**src/common/dram_timing_pkg.sv**
```systemverilog
// Constants shared by the DRAM-side command timing core.
// Assumes a single 40 MHz core clock; every picosecond figure is
// turned into whole core cycles here, least times rounded up.
package dram_timing_pkg;

  // ****************************************************************
  // Clock and interval figures
  // ****************************************************************
  localparam int T_CK_PS = 25000;
  localparam int ACT_TO_PRE_MIN_PS = 45000;
  localparam int READ_TO_PRE_PS = 7500;
  localparam int PRECHARGE_PERIOD_PS = 15000;
  localparam int ODT_ON_DELAY_CK = 2;
  localparam int ODT_OFF_DELAY_HALF_CK = 5;
  localparam int MIN_INTERNAL_CK = 2;

  localparam int ACT_TO_PRE_CYC_RAW = (ACT_TO_PRE_MIN_PS + T_CK_PS - 1) / T_CK_PS;
  localparam int ACT_TO_PRE_CYC = (ACT_TO_PRE_CYC_RAW < 1) ? 1 : ACT_TO_PRE_CYC_RAW;
  localparam int READ_TO_PRE_CYC_RAW = (READ_TO_PRE_PS + T_CK_PS - 1) / T_CK_PS;
  localparam int READ_TO_PRE_CYC =
    (READ_TO_PRE_CYC_RAW < MIN_INTERNAL_CK) ? MIN_INTERNAL_CK : READ_TO_PRE_CYC_RAW;
  localparam int PRECHARGE_CYC_RAW = (PRECHARGE_PERIOD_PS + T_CK_PS - 1) / T_CK_PS;
  localparam int PRECHARGE_CYC = (PRECHARGE_CYC_RAW < 1) ? 1 : PRECHARGE_CYC_RAW;

  // ****************************************************************
  // Widths and reset values
  // ****************************************************************
  localparam int CNT_W = 4;
  localparam int BANK_W = 3;
  localparam int NUM_BANKS = 8;
  localparam logic [2:0] WR_CLOCKS_RESET = 3'h2;

  // ****************************************************************
  // Command codes on cmd_code
  // ****************************************************************
  localparam logic [2:0] CMD_NOP = 3'h0;
  localparam logic [2:0] CMD_ACTIVE = 3'h1;
  localparam logic [2:0] CMD_READ = 3'h2;
  localparam logic [2:0] CMD_WRITE = 3'h3;
  localparam logic [2:0] CMD_PRECHARGE = 3'h4;
  localparam logic [2:0] CMD_PRECHARGE_ALL = 3'h5;
  localparam logic [2:0] CMD_LOAD_MODE = 3'h6;
  localparam logic [2:0] CMD_REFRESH = 3'h7;

  // Per-bank state, one-hot
  typedef enum logic [3:0] {
    BANK_IDLE = 4'h1,
    BANK_OPEN = 4'h2,
    BANK_AUTOPRE = 4'h4,
    BANK_CLOSING = 4'h8
  } bank_state_e;

endpackage

```
**src/hdl/dram_cmd_timing.sv**
```systemverilog
// Device-side command timing: bank lockout for auto precharge,
// write recovery total, and on-die termination latencies.
// Assumes commands arrive already decoded, one per mclk, from logic on
// the same clock; the termination pin comes from outside and is synced.
//
// Overview of operation
// - Early auto precharge is held internally until activate-to-precharge minimum passes.
// - Auto-precharge write total is write-recovery clocks plus precharge clocks, rounded up.
// - Termination starts turning on two clocks after its input is registered high.
// - Termination starts turning off three clocks after its input is registered low, the whole edge after 2.5.
`timescale 1ns/100ps
module dram_cmd_timing (
  input wire logic mclk,
  input wire logic arst_n,
  input wire logic cmd_valid,
  input wire logic [2:0] cmd_code,
  input wire logic [dram_timing_pkg::BANK_W-1:0] cmd_bank,
  input wire logic cmd_auto_pre,
  input wire logic [2:0] mode_wr_clocks,
  input wire logic odt_pin,
  output logic [dram_timing_pkg::NUM_BANKS-1:0] bank_open_q,
  output logic [dram_timing_pkg::NUM_BANKS-1:0] bank_busy_q,
  output logic int_prech_q,
  output logic [dram_timing_pkg::BANK_W-1:0] int_prech_bank_q,
  output logic [dram_timing_pkg::CNT_W-1:0] dal_clocks_q,
  output logic odt_term_q
);
  import dram_timing_pkg::*;

  // ****************************************************************
  // Elaboration checks
  // ****************************************************************
  if (ACT_TO_PRE_CYC >= (1 << CNT_W) || PRECHARGE_CYC + 7 >= (1 << CNT_W)) begin : g_chk
    $error("Counter width too small for the timing figures");
  end

  // Lowest pending bank wins the shared internal precharge slot
  function automatic logic [BANK_W-1:0] lowest_set(input logic [NUM_BANKS-1:0] v);
    logic [BANK_W-1:0] idx;
    idx = '0;
    for (int i = NUM_BANKS - 1; i >= 0; i--) begin
      if (v[i]) begin
        idx = BANK_W'(i);
      end
    end
    return idx;
  endfunction

  // ****************************************************************
  // Mode field: write-recovery clocks
  // ****************************************************************
  logic [2:0] wr_clocks_q;
  logic [2:0] wr_clocks_d;
  logic [CNT_W-1:0] dal_clocks_d;

  // Captured only on a mode load, so later writes see a stable value
  always_comb begin
    wr_clocks_d = wr_clocks_q;
    if (cmd_valid && cmd_code == CMD_LOAD_MODE) begin
      wr_clocks_d = (mode_wr_clocks < 3'(MIN_INTERNAL_CK)) ? 3'(MIN_INTERNAL_CK) : mode_wr_clocks;
    end
    dal_clocks_d = CNT_W'(wr_clocks_d) + CNT_W'(PRECHARGE_CYC);
  end

  always_ff @(posedge mclk or negedge arst_n) begin
    if (!arst_n) begin
      wr_clocks_q <= WR_CLOCKS_RESET;
      dal_clocks_q <= '0;
    end else begin
      wr_clocks_q <= wr_clocks_d;
      dal_clocks_q <= dal_clocks_d;
    end
  end

  // ****************************************************************
  // Per-bank lockout and auto precharge
  // ****************************************************************
  logic [NUM_BANKS-1:0] pre_req;
  logic [NUM_BANKS-1:0] pre_grant;
  logic [BANK_W-1:0] grant_idx;
  logic int_prech_d;

  // One internal precharge per cycle; a loser waits until it is the lowest pending bank
  always_comb begin
    grant_idx = lowest_set(pre_req);
    pre_grant = '0;
    if (|pre_req) begin
      pre_grant[grant_idx] = 1'b1;
    end
    int_prech_d = |pre_req;
  end

  always_ff @(posedge mclk or negedge arst_n) begin
    if (!arst_n) begin
      int_prech_q <= 1'b0;
      int_prech_bank_q <= '0;
    end else begin
      int_prech_q <= int_prech_d;
      int_prech_bank_q <= grant_idx;
    end
  end

  for (genvar b = 0; b < NUM_BANKS; b++) begin : g_bank
    bank_state_e st_q;
    bank_state_e st_d;
    logic [CNT_W-1:0] ras_q;
    logic [CNT_W-1:0] ras_d;
    logic [CNT_W-1:0] wait_q;
    logic [CNT_W-1:0] wait_d;
    logic hit;
    logic all_pre;

    // Lockout count runs from activate; access delay runs from the access
    always_comb begin
      hit = cmd_valid && (cmd_bank == BANK_W'(b));
      all_pre = cmd_valid && (cmd_code == CMD_PRECHARGE_ALL);
      st_d = st_q;
      ras_d = (ras_q != '0) ? ras_q - 1'b1 : ras_q;
      wait_d = (wait_q != '0) ? wait_q - 1'b1 : wait_q;
      pre_req[b] = (st_q == BANK_AUTOPRE) && (wait_q == '0) && (ras_q == '0);
      case (st_q)
        BANK_IDLE: begin
          if (hit && cmd_code == CMD_ACTIVE) begin
            st_d = BANK_OPEN;
            ras_d = CNT_W'(ACT_TO_PRE_CYC - 1);
          end
        end
        BANK_OPEN: begin
          if (all_pre || (hit && cmd_code == CMD_PRECHARGE)) begin
            st_d = BANK_CLOSING;
            wait_d = CNT_W'(all_pre ? PRECHARGE_CYC : PRECHARGE_CYC - 1);
          end else if (hit && cmd_auto_pre && cmd_code == CMD_READ) begin
            st_d = BANK_AUTOPRE;
            wait_d = CNT_W'(READ_TO_PRE_CYC - 1);
          end else if (hit && cmd_auto_pre && cmd_code == CMD_WRITE) begin
            st_d = BANK_AUTOPRE;
            wait_d = CNT_W'(wr_clocks_q) - 1'b1;
          end
        end
        BANK_AUTOPRE: begin
          if (pre_grant[b]) begin
            st_d = BANK_CLOSING;
            wait_d = CNT_W'(PRECHARGE_CYC - 1);
          end
        end
        BANK_CLOSING: begin
          if (wait_q == '0) begin
            st_d = BANK_IDLE;
          end
        end
        default: begin
          st_d = BANK_IDLE;
        end
      endcase
    end

    always_ff @(posedge mclk or negedge arst_n) begin
      if (!arst_n) begin
        st_q <= BANK_IDLE;
        ras_q <= '0;
        wait_q <= '0;
        bank_open_q[b] <= 1'b0;
        bank_busy_q[b] <= 1'b0;
      end else begin
        st_q <= st_d;
        ras_q <= ras_d;
        wait_q <= wait_d;
        bank_open_q[b] <= (st_d == BANK_OPEN) || (st_d == BANK_AUTOPRE);
        bank_busy_q[b] <= (st_d == BANK_AUTOPRE) || (st_d == BANK_CLOSING);
      end
    end
  end

  // ****************************************************************
  // On-die termination latency
  // ****************************************************************
  logic odt_s1_q;
  logic odt_s2_q;
  logic [1:0] odt_hist_q;
  logic [1:0] odt_hist_d;
  logic odt_term_d;

  // Turn-off lands on the whole edge after the half clock, the nearest
  // point a single-edge design can mark
  always_comb begin
    odt_hist_d = {odt_hist_q[0], odt_s2_q};
    odt_term_d = odt_hist_q[0] | odt_hist_q[1];
  end

  always_ff @(posedge mclk or negedge arst_n) begin
    if (!arst_n) begin
      odt_s1_q <= 1'b0;
      odt_s2_q <= 1'b0;
      odt_hist_q <= '0;
      odt_term_q <= 1'b0;
    end else begin
      odt_s1_q <= odt_pin;
      odt_s2_q <= odt_s1_q;
      odt_hist_q <= odt_hist_d;
      odt_term_q <= odt_term_d;
    end
  end

endmodule // dram_cmd_timing

```
**config.mk**
```make
export PLATFORM = sky130hd
export DESIGN_NAME = dram_cmd_timing
export DESIGN_NICKNAME = d
export VERILOG_FILES = /design/src/common/dram_timing_pkg.sv /design/src/hdl/dram_cmd_timing.sv
export SDC_FILE = /design/constraint.sdc
export NUM_CORES = 1
export LEC_CHECK = 0
export ABC_AREA = 0
export ABC_CLOCK_PERIOD_IN_PS = 2670
export BUFFER_PORTS_ARGS = -buffer_cell sky130_fd_sc_hd__buf_2
export CAP_MARGIN = 20
export CORE_UTILIZATION = 45
export DETAILED_ROUTE_END_ITERATION = 8
export SYNTH_ARGS = -nofsm -noshare
export SYNTH_HDL_FRONTEND = slang
export SYNTH_SLANG_ARGS = --single-unit
```
**constraint.sdc**
```tcl
create_clock -name mclk -period 2.67 [get_ports mclk]
set_input_delay 0.1335 -clock mclk [delete_from_list [all_inputs] [get_ports mclk]]
set_output_delay 0.1335 -clock mclk [all_outputs]
set_load 0.03 [all_outputs]
```
==> results.toml <==
[outcome]
status = "completed"

[synth]
synth.distinct_cells = 77
synth_top_family_by_area = "simple AND/OR/NAND/NOR gates"
yosysSeqAreaShare_pct = 45.3
ys_seq_elements = 128
async_reset_ff_share_pct = 100
syn_inst = 747
yosys.area_share.xor_xnor_pct = 2.84
synth_compound_area_share_pct = 16.6
netlist_top_cells_area = "dfrtp_1 42%, a21oi_1 4.1%, nor2_1 3.9%"
synth_top_area_cell = "dfrtp_1"
synth_nets = 779
ys.warnings.count = 0
synth_fa_ha_area_share_pct = 3.17
netlist_area_mm2 = 0.00710
synth_mux_area_share_pct = 1.06
synthSimpleGateAreaFrac_pct = 26.6
synthFlopType = "dfrtp_1"
syn_area_per_cell_um2 = 9.50
netlist.area_leader.share_pct = 42.0
synth-edff-count = 0

[setup_path]
critPathSlowestCell = "a211oi_2"
start_kind = "flip-flop"
worst_path_largest_cell_delay_ns = 0.45
cp_num_cells = 7
required_ns = 2.95
reg2reg_depth = 7
critPathCaptureType = "flip-flop"
cp_top_family = "compound AO/OA/AOI/OAI gates"
cp_max_fo = 6
worstPathCellList = "inv_1 -> ha_1 -> nor3b_2 -> and3_1 -> o21ai_1 -> a211oi_2 -> o31ai_2"
worstSetupPathType = "flip-flop to flip-flop"
arrival_ns = 2.52
cp.buffers_inverters = 1

[cts]
tritoncts = "done"
clkTransAtPathRegs_ns = 0.06
post_cts_buffers = 0
clockRootBuffer = "clkbuf_16"
cts_buffers = 17
clk_latency_ns = 0.42
clockBufferDepth = 2
cts_max_level = 4
cts_resized = 0
clock-sinks = 128
postCtsHoldBufs = 3

[timing]
max_freq_mhz = 447
tns_ns = 0
setup_viol = 0
slew_headroom_pct = 47.5
hold_viol = 0
grt_setup_unrepaired = "false"
tightest_slew_ns = 0.787
finalMaxSlewViolations = 0
hold_ws_ns = 0.0361
clock_skew_ns = 0.00844
min_period_ns = 2.24
timing.final.crit_share_pct = 83.8

[route]
vias = 5833
drc = 0
initialDrtViolationCount = 323
ant_nets = 0
first_pass_iters = 5
via_per_inst = 5.65
wl_mm = 16.6
wl_per_cell_um = 16.1

[finish]
drive_above_1_share_pct = 18.5
seq_area_mm2 = 0.00321
final_util_pct = 54.0
diodes = 0
layout_common_cells = "119 x dfrtp_1, 74 x nor2_1, 59 x inv_1, 58 x a21oi_1, 45 x o21ai_0"
layout.nets = 840
area_growth_pct = 16.6
layout_commonest_cell = "dfrtp_1"
multi_input_area_mm2 = 0.00356
n_fill_cell = 1422

[floorplanning]
pin_count = 39
initial_core_util_pct = 46.3
die_h_um = 128
die_x_um = 128
design.core.area_mm2 = 0.0153
dieArea_mm2 = 0.0163
rows = 45

[placement]
place_hpwl_mm = 11.7
place.gp.congestion = 0.857
portBuffers = 38

[pwr]
ir_worst_vdd_v = 0.000638
p_per_area_mw_per_mm2 = 977
p_leak_nw = 3.70

[worst_hold_path]
hold_depth = 4
hold_path.class = "primary input to flip-flop"

[global_routing]
grt_overflow = 0
grt_pass1_vias = 5888
grt_max_degree = 84
track_usage_pct = 22.4
grt_pass1_wl_mm = 28.3
antenna_found_initial = 0

[job]
drv_cap = 0
## kinds of logic (layout without fill, tap and decap cells)
group | after synthesis | count (layout)
buf+inv | 77 | 151
simple gates | 303 | 303
fa+ha+maj | 18 | 18
mux | 7 | 7
xor+xnor | 23 | 23
flops | 128 | 128
compound gates | 191 | 191
## power breakdown
group          total (mW)  switching (mW)  internal (mW)
Combinational        2.75            1.44           1.31
Clock                2.45           0.870           1.58
Sequential           2.88           0.409           2.47
Total                8.08            2.71           5.37
## cell type report
class	instances	share of cell area, %
Timing Repair Buffer	60	4.61
Clock inverter	14	2.27
Sequential cell	128	38.9
Clock buffer	18	5.31
Tap cell	211	3.19
Inverter	59	2.68
Multi-Input combinational cell	542	43.1
## metrics by stage
| step | power, mW | std cells | setup slack (ns) | cell area, µm² |
|---|---|---|---|---|
| final | 8.08 | 1032 | 0.433 | 8270 |
| after floorplan | 4.97 | 747 | 0.735 | 7100 |
| after global placement | 5.50 | 997 | 0.477 | 7620 |
| after detailed placement | 5.65 | 997 | 0.413 | 7620 |
| after global routing | 8.70 | 1032 | 0.215 | 8270 |
| after CTS | 8.15 | 1032 | 0.404 | 8270 |
## tightest hold or removal path, cell delays in order
cell and delay (ns):
buf_2 0.07, o21ai_0 0.06, nor2_1 0.09, a21oi_1 0.06
## synthesized netlist by cell type, types with 16 or more instances
cell type / n
ha_1: 18
inv_1: 59
dfrtp_1: 119
nor3_1: 28
a21oi_1: 58
xnor2_1: 22
nand2b_1: 16
nor2_1: 74
nand3_1: 23
o21ai_0: 45
nand2_1: 38
o22ai_1: 21
## state kept, by name, summed over array words and instances (netlist names)
name	cells
bank_busy_q	8
bank_open_q	8
dal_clocks_q	4
g_bank.ras_q	32
g_bank.st_q	32
g_bank.wait_q	32
int_prech_bank_q	3
int_prech_q	1
odt_hist_q	2
odt_s1_q	1
odt_s2_q	1
odt_term_q	1
wr_clocks_q	3
## path summary, 6_finish.rpt
path,from,slack [ns],to
worst max-delay path,g_bank[6].ras_q[0]$_DFF_PN0_,0.43,g_bank[6].wait_q[0]$_DFF_PN0_
worst min-delay path,mode_wr_clocks[0],0.04,dal_clocks_q[0]$_DFF_PN0_
worst max register to register,g_bank[6].ras_q[0]$_DFF_PN0_,0.43,g_bank[6].wait_q[0]$_DFF_PN0_
worst min register to register,odt_s1_q$_DFF_PN0_,0.35,odt_s2_q$_DFF_PN0_
max in group asynchronous,arst_n,1.58,g_bank[1].st_q[0]$_DFF_PN1_
min in group asynchronous,arst_n,0.32,odt_term_q$_DFF_PN0_
## routing by layer
metal / GRT usage (%) / routed length, µm / vias to the layer above
li1: - / - / 2836
met5: 0 / 0 / -
met2: 37.1 / 7880 / 123
met4: 7.27 / 256 / 0
met1: 29.0 / 7760 / 2850
met3: 5.44 / 683 / 24
No activity file was read; power rests on OpenSTA's default activity.
